<file path="src/rtl/gd_pkg.sv">
package gd_pkg;
   // ****************************************
   // Clock and timing
   // ****************************************
   localparam int CLK_NS = 8;
   localparam int TOGGLE_NS = 56000;
   localparam int PG_LOW_NS = 56000;
   localparam int DEAD_MIN_NS = 40;
   localparam int OC_UNIT_NS = 1750;
   localparam int AMP_UNIT_NS = 500;
   localparam int TOGGLE_CYC = TOGGLE_NS / CLK_NS;
   localparam int PG_LOW_CYC = PG_LOW_NS / CLK_NS;
   localparam int DEAD_UNIT_CYC = (DEAD_MIN_NS + CLK_NS - 1) / CLK_NS;
   localparam int OC_UNIT_CYC = (OC_UNIT_NS + CLK_NS - 1) / CLK_NS;
   localparam int AMP_UNIT_CYC = (AMP_UNIT_NS + CLK_NS - 1) / CLK_NS;
   // ****************************************
   // Register indices, byte address is four times the index
   // ****************************************
   localparam logic [5:0] IDX_FAULT_STAT = 6'h01;
   localparam logic [5:0] IDX_WARN_STAT = 6'h02;
   localparam logic [5:0] IDX_TIMING = 6'h07;
   localparam logic [5:0] IDX_CONTROL = 6'h09;
   localparam logic [5:0] IDX_AMP_CFG = 6'h0A;
   localparam logic [5:0] IDX_OC_CFG = 6'h0C;
   // ****************************************
   // Field positions and reset values
   // ****************************************
   localparam int FS_GLOBAL = 0;
   localparam int FS_TYPE_LSB = 1;
   localparam int FS_WATCHDOG = 0;
   localparam int FS_REG_UV = 1;
   localparam int WS_THERMAL = 5;
   localparam int TM_DEAD_LSB = 4;
   localparam int TM_BLANK_LSB = 2;
   localparam int TM_FILT_LSB = 0;
   localparam int CT_CLEAR = 1;
   localparam int OC_THR_LSB = 3;
   localparam int AC_CAL_LSB = 6;
   localparam int AC_BLANK_LSB = 9;
   localparam logic [6:0] TIMING_RST = 7'h00;
   localparam logic [7:0] OC_CFG_RST = 8'h00;
   localparam logic [10:0] AMP_CFG_RST = 11'h000;
   typedef enum logic [2:0] {
      OC_LATCH,
      OC_REPORT,
      OC_OFF
   } oc_mode_e;
endpackage

</file>
<file path="src/rtl/gate_driver_fault_supervisor.sv">
// The placing of the registers and the APB register port were left to the implementer.
`timescale 1ns/10ps
// Summary of operation
// - Any gate output edge blanks all three amplifiers; new edge restarts blanking.
// - Amplifier blanking field value zero means no blanking, and is the reset value.
// - Calibration enable shorts amplifier inputs and disconnects load, any time.
// - Each amplifier has its own two-bit gain: 10, 20, 40, 80 V/V.
// - Regulator crossing drives power good low 56 us, then while still bad.
// - Warning sets status and toggles fault pin 56 us low/high; gates untouched.
// - Reading warning status stops toggling; status stays while condition lasts.
// - Same warning signals again only after it clears and recurs.
// - Fault holds fault pin low, sets global bit and type bit at 0x1.
// - A fault overrides warning toggling, latches pin low, shuts gates.
// - Faults latch, shut gates and leave all MOSFETs off until recovery.
// - Recovery: condition gone, then clear-faults bit D1 of 0x9 or enable pulse.
// - Clear-faults bit returns to zero once faults are reset and pin released.
// - Thermal flags never touch fault pin; status follows them live.
// - Watchdog and regulator undervoltage faults also pull power good low.
// - Opposite MOSFET turns on only after handshake shows cutoff.
// - At least 40 ns digital dead time after handshake, set by 0x7 D6-D4.
// - Drain-source comparators ignored for blanking time 0x7 D3-D2 after turn-on.
// - Trip must persist deglitch time 0x7 D1-D0 to count.
// - Response mode from 0xC D2-D0; threshold 0xC D7-D3 changeable anytime.
// - Latched mode: overcurrent pulls all gates low, reports, names the MOSFET.
// - Report mode: overcurrent reported on pin and status, gates keep running.
// - Disabled mode: overcurrent detections neither acted on nor reported.
module gate_driver_fault_supervisor
   import gd_pkg::*;
#(
   parameter int TOGGLE_CYCLES = TOGGLE_CYC,
   parameter int PG_CYCLES = PG_LOW_CYC,
   parameter int NWARN = 4,
   parameter int NFLT = 4
) (
   input wire logic clock,
   input wire logic rst_n,
   input wire logic psel,
   input wire logic penable,
   input wire logic pwrite,
   input wire logic [7:0] paddr,
   input wire logic [31:0] pwdata,
   output logic [31:0] prdata,
   output logic pready,
   output logic pslverr,
   input wire logic [5:0] gate_cmd,
   input wire logic gate_enable,
   input wire logic [5:0] gate_cutoff,
   input wire logic [5:0] drain_source_trip,
   input wire logic [NWARN-1:0] warning_cond,
   input wire logic [NFLT-1:0] fault_cond,
   input wire logic thermal_flag,
   input wire logic regulator_output_bad,
   output logic [5:0] gate_out,
   output logic mosfet_hiz,
   output logic fault_out_n_o,
   output logic fault_out_n_oe,
   output logic power_good_out,
   output logic amp_blank,
   output logic [5:0] amp_gain,
   output logic [2:0] amp_cal,
   output logic [4:0] drain_source_threshold
);
   // ****************************************
   // Checks and constants
   // ****************************************
   localparam int NS = 6 + 1 + 6 + 6 + NWARN + NFLT + 2;
   localparam int NF = 6 + NFLT;
   localparam int NW = NWARN + 1;
   // The power good hold must outlast the eight cycles that its assertion watches.
   if (TOGGLE_CYCLES < 2 || TOGGLE_CYCLES > 8191 || PG_CYCLES < 8 || PG_CYCLES > 8191 ||
       NFLT < 2 || NWARN < 1 || NFLT + NWARN > 20) begin : g_param_check
      $error("Unsupported parameter values.");
   end

   function automatic logic [9:0] scale(input int unit, input logic [2:0] f);
      scale = 10'(unit * (int'(f) + 1));
   endfunction

   // ****************************************
   // Input synchronisers
   // ****************************************
   logic [NS-1:0] sync1_r;
   logic [NS-1:0] sync2_r;
   always_ff @(posedge clock) begin
      if (!rst_n) begin
         sync1_r <= '0;
         sync2_r <= '0;
      end else begin
         sync1_r <= {gate_cmd, gate_enable, gate_cutoff, drain_source_trip, warning_cond,
                     fault_cond, thermal_flag, regulator_output_bad};
         sync2_r <= sync1_r;
      end
   end
   logic [5:0] cmd_s, cut_s, trip_s;
   logic en_s, therm_s, regbad_s;
   logic [NWARN-1:0] warn_s;
   logic [NFLT-1:0] flt_s;
   assign {cmd_s, en_s, cut_s, trip_s, warn_s, flt_s, therm_s, regbad_s} = sync2_r;

   // ****************************************
   // Register file
   // ****************************************
   logic [6:0] timing_r;
   logic [7:0] oc_cfg_r;
   logic [10:0] amp_cfg_r;
   logic clear_faults_r;
   logic [NF-1:0] fstat_r;
   logic [NW-1:0] wstat_r;
   logic [5:0] idx;
   logic hit, wr_acc, rd_acc, wread;
   assign idx = paddr[7:2];
   assign hit = paddr[1:0] == 2'b00 && (idx == IDX_FAULT_STAT || idx == IDX_WARN_STAT ||
                idx == IDX_TIMING || idx == IDX_CONTROL || idx == IDX_AMP_CFG ||
                idx == IDX_OC_CFG);
   assign pready = 1'b1;
   assign pslverr = psel && penable && !hit;
   assign wr_acc = psel && penable && pwrite && hit;
   assign rd_acc = psel && penable && !pwrite && hit;
   assign wread = rd_acc && idx == IDX_WARN_STAT;

   always_ff @(posedge clock) begin
      if (!rst_n) begin
         timing_r <= TIMING_RST;
         oc_cfg_r <= OC_CFG_RST;
         amp_cfg_r <= AMP_CFG_RST;
      end else if (wr_acc) begin
         if (idx == IDX_TIMING)
            timing_r <= pwdata[6:0];
         if (idx == IDX_OC_CFG)
            oc_cfg_r <= pwdata[7:0];
         if (idx == IDX_AMP_CFG)
            amp_cfg_r <= pwdata[10:0];
      end
   end

   always_ff @(posedge clock) begin
      if (!rst_n) begin
         prdata <= '0;
      end else if (psel && !penable) begin
         unique case (hit ? idx : 6'h00)
            IDX_FAULT_STAT: prdata <= 32'({fstat_r, |fstat_r});
            IDX_WARN_STAT: prdata <= 32'({therm_s, wstat_r});
            IDX_TIMING: prdata <= 32'(timing_r);
            IDX_CONTROL: prdata <= 32'({clear_faults_r, 1'b0});
            IDX_AMP_CFG: prdata <= 32'(amp_cfg_r);
            IDX_OC_CFG: prdata <= 32'(oc_cfg_r);
            default: prdata <= '0;
         endcase
      end
   end

   // ****************************************
   // Amplifier control
   // ****************************************
   logic [5:0] gprev_r;
   logic [9:0] ablank_r;
   assign amp_gain = amp_cfg_r[5:0];
   assign amp_cal = amp_cfg_r[AC_CAL_LSB+:3];
   assign drain_source_threshold = oc_cfg_r[OC_THR_LSB+:5];
   assign amp_blank = ablank_r != 10'h000;

   always_ff @(posedge clock) begin
      if (!rst_n) begin
         gprev_r <= '0;
         ablank_r <= '0;
      end else begin
         gprev_r <= gate_out;
         if (gate_out != gprev_r && amp_cfg_r[AC_BLANK_LSB+:2] != 2'b00)
            ablank_r <= 10'(AMP_UNIT_CYC * int'(amp_cfg_r[AC_BLANK_LSB+:2]));
         else if (ablank_r != 10'h000)
            ablank_r <= ablank_r - 10'h001;
      end
   end

   // ****************************************
   // Gate sequencing with handshake and dead time
   // ****************************************
   logic fault_any, run;
   logic [9:0] dead_cyc;
   logic [9:0] dead_r [3];
   logic [9:0] dead_nxt [3];
   logic [5:0] gate_nxt;
   assign fault_any = |fstat_r;
   assign run = en_s && !fault_any;
   assign mosfet_hiz = fault_any;
   assign dead_cyc = scale(DEAD_UNIT_CYC, timing_r[TM_DEAD_LSB+:3]);

   always_comb begin
      logic both_off, settled;
      both_off = 1'b0;
      settled = 1'b0;
      for (int p = 0; p < 3; p++) begin
         both_off = !gate_out[2*p] && !gate_out[2*p+1];
         if (both_off && cut_s[2*p] && cut_s[2*p+1])
            dead_nxt[p] = dead_r[p] == 10'h3FF ? dead_r[p] : dead_r[p] + 10'h001;
         else
            dead_nxt[p] = '0;
         settled = both_off && cut_s[2*p] && cut_s[2*p+1] && dead_r[p] >= dead_cyc;
         gate_nxt[2*p] = run && cmd_s[2*p] && !cmd_s[2*p+1] && (gate_out[2*p] || settled);
         gate_nxt[2*p+1] = run && cmd_s[2*p+1] && !cmd_s[2*p] && (gate_out[2*p+1] || settled);
      end
   end

   always_ff @(posedge clock) begin
      if (!rst_n) begin
         gate_out <= '0;
         for (int p = 0; p < 3; p++)
            dead_r[p] <= '0;
      end else begin
         gate_out <= gate_nxt;
         for (int p = 0; p < 3; p++)
            dead_r[p] <= dead_nxt[p];
      end
   end

   // ****************************************
   // Overcurrent blanking, deglitch and response
   // ****************************************
   logic [9:0] ocb_r [6];
   logic [9:0] ocf_r [6];
   logic [5:0] oc_det;
   logic [9:0] ocb_cyc, ocf_cyc;
   logic mode_latch, mode_report;
   assign ocb_cyc = scale(OC_UNIT_CYC, {1'b0, timing_r[TM_BLANK_LSB+:2]});
   assign ocf_cyc = scale(OC_UNIT_CYC, {1'b0, timing_r[TM_FILT_LSB+:2]});
   assign mode_latch = oc_cfg_r[2:0] == 3'(OC_LATCH);
   assign mode_report = oc_cfg_r[2:0] == 3'(OC_REPORT);

   always_ff @(posedge clock) begin
      if (!rst_n) begin
         for (int i = 0; i < 6; i++) begin
            ocb_r[i] <= '0;
            ocf_r[i] <= '0;
         end
      end else begin
         for (int i = 0; i < 6; i++) begin
            if (gate_out[i] && !gprev_r[i])
               ocb_r[i] <= ocb_cyc;
            else if (ocb_r[i] != 10'h000)
               ocb_r[i] <= ocb_r[i] - 10'h001;
            if (trip_s[i] && gate_out[i] && ocb_r[i] == 10'h000 && (mode_latch || mode_report))
               ocf_r[i] <= ocf_r[i] == 10'h3FF ? ocf_r[i] : ocf_r[i] + 10'h001;
            else
               ocf_r[i] <= '0;
         end
      end
   end
   always_comb begin
      for (int i = 0; i < 6; i++)
         oc_det[i] = ocf_r[i] >= ocf_cyc;
   end

   // ****************************************
   // Fault latching and recovery
   // ****************************************
   logic [NF-1:0] fcond;
   logic en_prev_r, do_clear;
   assign fcond = {oc_det & {6{mode_latch}}, flt_s};
   assign do_clear = (clear_faults_r || (en_prev_r && !en_s)) && !(|fcond);

   always_ff @(posedge clock) begin
      if (!rst_n) begin
         fstat_r <= '0;
         en_prev_r <= 1'b0;
         clear_faults_r <= 1'b0;
      end else begin
         en_prev_r <= en_s;
         fstat_r <= (fstat_r & {NF{!do_clear}}) | fcond;
         if (wr_acc && idx == IDX_CONTROL)
            clear_faults_r <= pwdata[CT_CLEAR];
         else if (clear_faults_r && !fault_any)
            clear_faults_r <= 1'b0;
      end
   end

   // ****************************************
   // Warnings and fault pin
   // ****************************************
   logic [NW-1:0] wcond, wprev_r, pend_r;
   logic [12:0] tog_r;
   logic tog_low_r;
   assign wcond = {mode_report && |oc_det, warn_s};

   always_ff @(posedge clock) begin
      if (!rst_n) begin
         wprev_r <= '0;
         pend_r <= '0;
         wstat_r <= '0;
      end else begin
         wprev_r <= wcond;
         pend_r <= (pend_r & {NW{!wread}}) | (wcond & ~wprev_r);
         wstat_r <= wcond | (wstat_r & pend_r & {NW{!wread}});
      end
   end

   always_ff @(posedge clock) begin
      if (!rst_n) begin
         tog_r <= '0;
         tog_low_r <= 1'b0;
         fault_out_n_oe <= 1'b0;
      end else begin
         if (!(|pend_r)) begin
            tog_r <= '0;
            tog_low_r <= 1'b1;
         end else if (tog_r == 13'(TOGGLE_CYCLES - 1)) begin
            tog_r <= '0;
            tog_low_r <= !tog_low_r;
         end else begin
            tog_r <= tog_r + 13'h0001;
         end
         fault_out_n_oe <= fault_any || (|pend_r && tog_low_r);
      end
   end
   assign fault_out_n_o = 1'b0;

   // ****************************************
   // Power good
   // ****************************************
   logic regbad_prev_r;
   logic [12:0] pg_r;
   always_ff @(posedge clock) begin
      if (!rst_n) begin
         regbad_prev_r <= 1'b0;
         pg_r <= '0;
         power_good_out <= 1'b1;
      end else begin
         regbad_prev_r <= regbad_s;
         if (regbad_s && !regbad_prev_r)
            pg_r <= 13'(PG_CYCLES);
         else if (pg_r != 13'h0000)
            pg_r <= pg_r - 13'h0001;
         power_good_out <= !((pg_r != 13'h0000) || regbad_s ||
                             fstat_r[FS_WATCHDOG] ||
                             fstat_r[FS_REG_UV]);
      end
   end

   // ****************************************
   // Assertions
   // ****************************************
   property p_amp_blank_restart;
      @(posedge clock) disable iff (!rst_n)
         (gate_out != gprev_r && amp_cfg_r[10:9] != 2'b00) |=> amp_blank;
   endproperty
   a_amp_blank_restart: assert property (p_amp_blank_restart) else $error("No blanking.");

   property p_amp_no_blank;
      @(posedge clock) disable iff (!rst_n)
         (amp_cfg_r[10:9] == 2'b00 && ablank_r == 10'h000) |=> !amp_blank;
   endproperty
   a_amp_no_blank: assert property (p_amp_no_blank) else $error("Blank at zero.");

   property p_fault_pin;
      @(posedge clock) disable iff (!rst_n) fault_any |=> fault_out_n_oe;
   endproperty
   a_fault_pin: assert property (p_fault_pin) else $error("Fault pin not low.");

   property p_fault_gates;
      @(posedge clock) disable iff (!rst_n) fault_any |=> gate_out == 6'h00;
   endproperty
   a_fault_gates: assert property (p_fault_gates) else $error("Gates on in fault.");

   property p_no_shoot;
      @(posedge clock) disable iff (!rst_n)
         !(gate_out[0] && gate_out[1]) && !(gate_out[2] && gate_out[3]) &&
         !(gate_out[4] && gate_out[5]);
   endproperty
   a_no_shoot: assert property (p_no_shoot) else $error("Shoot-through.");

   property p_dead_time;
      @(posedge clock) disable iff (!rst_n)
         $rose(gate_out[1]) |-> $past(dead_r[0]) >= dead_cyc && dead_cyc >= 10'h005;
   endproperty
   a_dead_time: assert property (p_dead_time) else $error("Dead time short.");

   property p_clear_self;
      @(posedge clock) disable iff (!rst_n)
         (clear_faults_r && !fault_any && !(wr_acc && idx == IDX_CONTROL)) |=> !clear_faults_r;
   endproperty
   a_clear_self: assert property (p_clear_self) else $error("Clear bit stuck.");

   property p_pg_low;
      @(posedge clock) disable iff (!rst_n)
         (regbad_s && !regbad_prev_r) |=> ##1 !power_good_out [*8];
   endproperty
   a_pg_low: assert property (p_pg_low) else $error("Power good not low.");

   property p_warn_quiet;
      @(posedge clock) disable iff (!rst_n)
         (!fault_any && pend_r == '0) |=> !fault_out_n_oe;
   endproperty
   a_warn_quiet: assert property (p_warn_quiet) else $error("Pin low idle.");

   property p_oc_disabled;
      @(posedge clock) disable iff (!rst_n) (!mode_latch && !mode_report) |=> ##1 oc_det == 6'h00
         || ocf_cyc == 10'h000;
   endproperty
   a_oc_disabled: assert property (p_oc_disabled) else $error("Overcurrent seen.");
endmodule

</file>
<file path="config.mk">
export PLATFORM = sky130hd
export DESIGN_NAME = gate_driver_fault_supervisor
export DESIGN_NICKNAME = d
export VERILOG_FILES = /design/src/rtl/gd_pkg.sv /design/src/rtl/gate_driver_fault_supervisor.sv
export SDC_FILE = /design/constraint.sdc
export NUM_CORES = 1
export LEC_CHECK = 0
export BUFFER_PORTS_ARGS = -buffer_cell sky130_fd_sc_hd__buf_2
export CAP_MARGIN = 25
export CORE_MARGIN = 2
export CORE_UTILIZATION = 61
export DETAILED_ROUTE_END_ITERATION = 8
export GPL_TIMING_DRIVEN = 0
export PLACE_DENSITY = 0.81
export SLEW_MARGIN = 20
export SYNTH_ARGS = -nofsm -noshare
export SYNTH_HDL_FRONTEND = slang
export SYNTH_SLANG_ARGS = --single-unit
</file>
<file path="constraint.sdc">
create_clock -name clock -period 5.15 [get_ports clock]
set_clock_uncertainty 0.1 [all_clocks]
set_input_delay 1.03 -clock clock [delete_from_list [all_inputs] [get_ports clock]]
set_output_delay 1.03 -clock clock [all_outputs]
set_load 0.05 [all_outputs]
</file>
==> summary.md <==
| Metric | Value |
|---|---|
| Leading cell types by total area after synthesis | `sky130_fd_sc_hd__dfxtp_1, sky130_fd_sc_hd__edfxtp_1, sky130_fd_sc_hd__ha_1` |
| Critical Path Stages | `11` |
| Sum of internal, switching and leakage power | `around 7.7 mW` |
| Setup WS post-layout | `around 0.27 ns` |
| Status | `finished clean` |
| Power per cell area | `approximately 410 nW/um2` |
| Total Nets Final | `approximately 2.1k` |
| Final setup vio count | `0` |
| Max Fanout on Critical Path | `26` |
| Largest net degree at the start of global routing | `27` |
| Starting density of the core | `between 60% and 70%` |
| Library cell contributing the largest single delay on the critical path | `sky130_fd_sc_hd__inv_1` |
| Area of the mapped netlist | `16,650 um2` |
| Cell area reported after detailed placement | `around 18,000 um2` |
| DRC violations left | `0` |
| Max Cap Violations | `0` |
| Count of distinct cell types in the synthesized netlist | `59` |
| Top_reg_cell synth | `sky130_fd_sc_hd__dfxtp_1` |
| Total wire length after detailed routing | `~39,000 um` |
| Number of nets still failing antenna checks after routing | `0` |
| Total global routing track utilization | `around 27%` |
| Clock-pin slew of the registers on the worst-case setup and hold paths | `~0.060 ns` |
| Sum of negative setup slack | `0 ns` |
| Number of setup buffers added after CTS | `0` |
| Number of flops mapped to enable cells by yosys | `120` |
| Number of failing hold endpoints at the final stage | `0` |
| Area added between synthesis and finish | `13.06%` |
| Maximum buffer depth of the clock tree | `3` |
| Biggest area consumer among synthesized cells | `sky130_fd_sc_hd__dfxtp_1` |
| TritonCTS clock tree | `built` |
| Leftover overflow at the end of global routing | `0` |
| Achievable clock frequency | `between 0.2 and 0.25 GHz` |
| Sequential fraction of the synthesis area | `46.17%` |
| Placeable core area | `between 20,000 and 30,000 um2` |
| Number of global-route vias before repair | `roughly 13k` |
| Router iterations before antenna repair | `6` |
| Main combinational cell family by area after synthesis | `simple AND/OR/NAND/NOR gates` |
| Fraction of the core area covered by cells at the end of the flow | `between 70 and 80%` |
| Hold Worst Slack | `approximately 0.30 ns` |
| Worst endpoint required time | `5.43 ns` |
| FFs w/ async S/R, synth | `0%` |
| Cell type with the highest occurrence count on the critical path | `sky130_fd_sc_hd__a2111oi_4` |
| Ports | `about 130` |
| Final Non-Filler Cells | `~2.3k` |
| Multiplexer share of the synthesized area | `1.142%` |
| Clock root buffer | `sky130_fd_sc_hd__clkbuf_16` |
| Post-synthesis xor/xnor area fraction | `roughly 7.4%` |
| Detail Placement HPWL | `around 28,000 um` |
| Die X | `roughly 170 um` |
| Number of vias after detailed routing | `about 13k` |
| Number of DRC violations after detailed-routing iteration 0 | `roughly 1.1k` |
| List of cells traversed by the critical path | `inv_1 > ha_2 > xor2_1 > ha_1 > o211ai_1 > a21oi_1 > a2111oi_4 > o22ai_1 > o21a_1 > a2111oi_4 > o21ai_1` |
| Startpoint-to-endpoint class of the critical path | `reg -> reg` |
| CP startpoint kind | `flop` |
| Via density per instance | `around 5.8` |
| Max-slew violation total from the final report | `0` |
| Number of buffers added to fix hold violations after cts | `0` |
| Die area | `28,630 um2` |
| Mean instance size in the synthesized netlist | `9.465 um2` |
| Placement Rows | `60` |
| Count of buffers from port buffering | `between 80 and 90` |
| Kind of end point of the critical path | `flop` |
| Number of flip-flops and latches in the synthesized netlist | `324` |
| Cell count after placement | `between 2k and 2.5k` |
| Delay of the slowest cell on the worst path | `around 0.76 ns` |
| Leading cell type by number of instances after synthesis | `sky130_fd_sc_hd__nor2_1` |
| Number of antenna violations at the first check in global routing | `3` |
| Share of synthesized cell area in full adder, half adder and majority cells | `under 10%` |
| Slew of the pin with the lowest slew margin | `between 1 and 1.5 ns` |
| # clock sinks | `324` |
| Relative slew slack | `about a third` |
| CTS buffer count | `35` |
| Post-route standard cell area excluding fillers | `18,820 um2` |
| Logic depth of the worst register-to-register path | `11` |
| Layout cell share with drive strength beyond 1 | `between 10% and 20%` |
| Die extent in y | `169.2 um` |
| Yosys warning count | `0` |
| Pre-CTS setup slack | `between 0.2 and 0.25 ns` |
| Cell depth of the worst hold path | `1` |
| Number of levels the H-tree was split into | `2` |
| Routed wire length per instance | `17.32 um` |
| Crit-path leading delay family | `compound AO/OA/AOI/OAI gates` |
| Final weighted congestion of routability-driven global placement | `0.9108` |
| Global-route wire length before repair | `roughly 63,000 um` |
| Number of instances in the synthesized netlist | `roughly 1.8k` |
| Shortest clock period the worst path allows after layout | `4.879 ns` |
| Clock insertion delay at the later pin of the skew report | `around 0.53 ns` |
| Worst path arrival time | `5.16 ns` |
| Buffer and inverter count on the worst path | `1` |
| Hold WC Path Type | `reg -> reg` |
| Maximum ir drop on the vdd rail | `about 0.00033 V` |
| Post-synthesis compound-gate area fraction | `9.793%` |
| Pleak | `approximately 8 nW` |
| Ratio of final minimum period to clock period | `94.73%` |
| Yosys top cell area share | `between 20% and 30%` |
| RSZ-0062 raised after global routing | `no` |
| FILL cells | `between 2k and 2.5k` |
| Most frequent cells after synthesis | `sky130_fd_sc_hd__nor2_1, sky130_fd_sc_hd__dfxtp_1, sky130_fd_sc_hd__nand2_1, sky130_fd_sc_hd__ha_1, sky130_fd_sc_hd__edfxtp_1` |
| Basic-gate share of the synthesized area counting and, or, nand and nor cells | `between 20% and 30%` |
-- sequential cells by signal, indices dropped and copies added (netlist names), 13 cells and up --
signal / cells
dead_r: 30
sync2_r: 29
tog_r: 13
ocb_r: 60
sync1_r: 29
ocf_r: 60
pg_r: 13
-- cell usage in the layout, fill, tap and decap left out, types with 15 or more instances in the layout --
cell / instances
sky130_fd_sc_hd__a211oi_1: 15
sky130_fd_sc_hd__a21oi_1: 111
sky130_fd_sc_hd__a22oi_1: 17
sky130_fd_sc_hd__and2_1: 74
sky130_fd_sc_hd__and3_1: 16
sky130_fd_sc_hd__buf_2: 90
sky130_fd_sc_hd__buf_4: 37
sky130_fd_sc_hd__clkbuf_1: 47
sky130_fd_sc_hd__clkbuf_16: 38
sky130_fd_sc_hd__conb_1: 23
sky130_fd_sc_hd__dfxtp_1: 204
sky130_fd_sc_hd__edfxtp_1: 120
sky130_fd_sc_hd__ha_1: 123
sky130_fd_sc_hd__inv_1: 60
sky130_fd_sc_hd__mux2i_1: 19
sky130_fd_sc_hd__nand2_1: 150
sky130_fd_sc_hd__nand2b_1: 28
sky130_fd_sc_hd__nand3_1: 71
sky130_fd_sc_hd__nand4_1: 22
sky130_fd_sc_hd__nor2_1: 227
sky130_fd_sc_hd__nor3_1: 71
sky130_fd_sc_hd__o21ai_0: 34
sky130_fd_sc_hd__or3_1: 15
sky130_fd_sc_hd__xnor2_1: 67
sky130_fd_sc_hd__xor2_1: 74
-- area by class of cell --
cell class | count | area [um2] | share of cell area [%]
well taps | 341 | 426.7 | 2.267
inverters | 61 | 229.0 | 1.216
diodes | 2 | 5.005 | 0.02659
flip-flops and latches | 324 | 7687 | 40.84
repair buffers | 88 | 440.4 | 2.340
plain buffers | 81 | 445.4 | 2.366
multi-input cells | 1314 | 8368 | 44.46
clock buffers | 53 | 1097 | 5.830
clock inverters | 11 | 123.9 | 0.6581
-- power by group --
part / total [mW] / internal, mW / leakage [nW] / switching [mW]
logic: 1.78 / 0.750 / 4.30 / 1.03
registers: 3.28 / 3.03 / 3.10 / 0.256
clock network: 2.61 / 1.58 / 0.597 / 1.03
-- worst register-to-register path, delay by kind of cell, from the launching register on --
kind                       cells  cell delay [ns]
AOI/OAI and AO/OA              7             1.91
adders and majority gates      2             0.94
buffers and inverters          1             0.76
xor gates and xnor gates       1             0.67
DFF                            1             0.37
-- kinds of logic after synthesis --
group,after synthesis
compound gates,258
other cells,2
simple gates,749
buf+inv,142
xor+xnor,141
mux,19
fa+ha+maj,124
flops,324
-- timing repair --
action,4_1_cts,5_1_grt
gates resized for setup,0,1
endpoints found under the setup margin,0,6
endpoints found under the hold margin,0,0
-- layer usage --
layer | GRT usage [%] | vias up | wire length [um]
li1 | - | 6441 | -
met1 | 34.94 | 6272 | 16740
met2 | 46.90 | 444 | 18880
met3 | 4.431 | 89 | 2706
met4 | 9.179 | 0 | 1074
met5 | 0 | - | 0
-- path summary, 6_finish.rpt --
| path | start | endpoint | slack [ns] |
|---|---|---|---|
| worst max-delay path | timing_r[0] | fstat_r[0] | 0.27 |
| worst min-delay path | sync2_r[28] | gate_out[4] | 0.30 |
| worst max register to register | timing_r[0] | fstat_r[0] | 0.27 |
| worst min register to register | sync2_r[28] | gate_out[4] | 0.30 |
(Power assumes the default switching activity.)
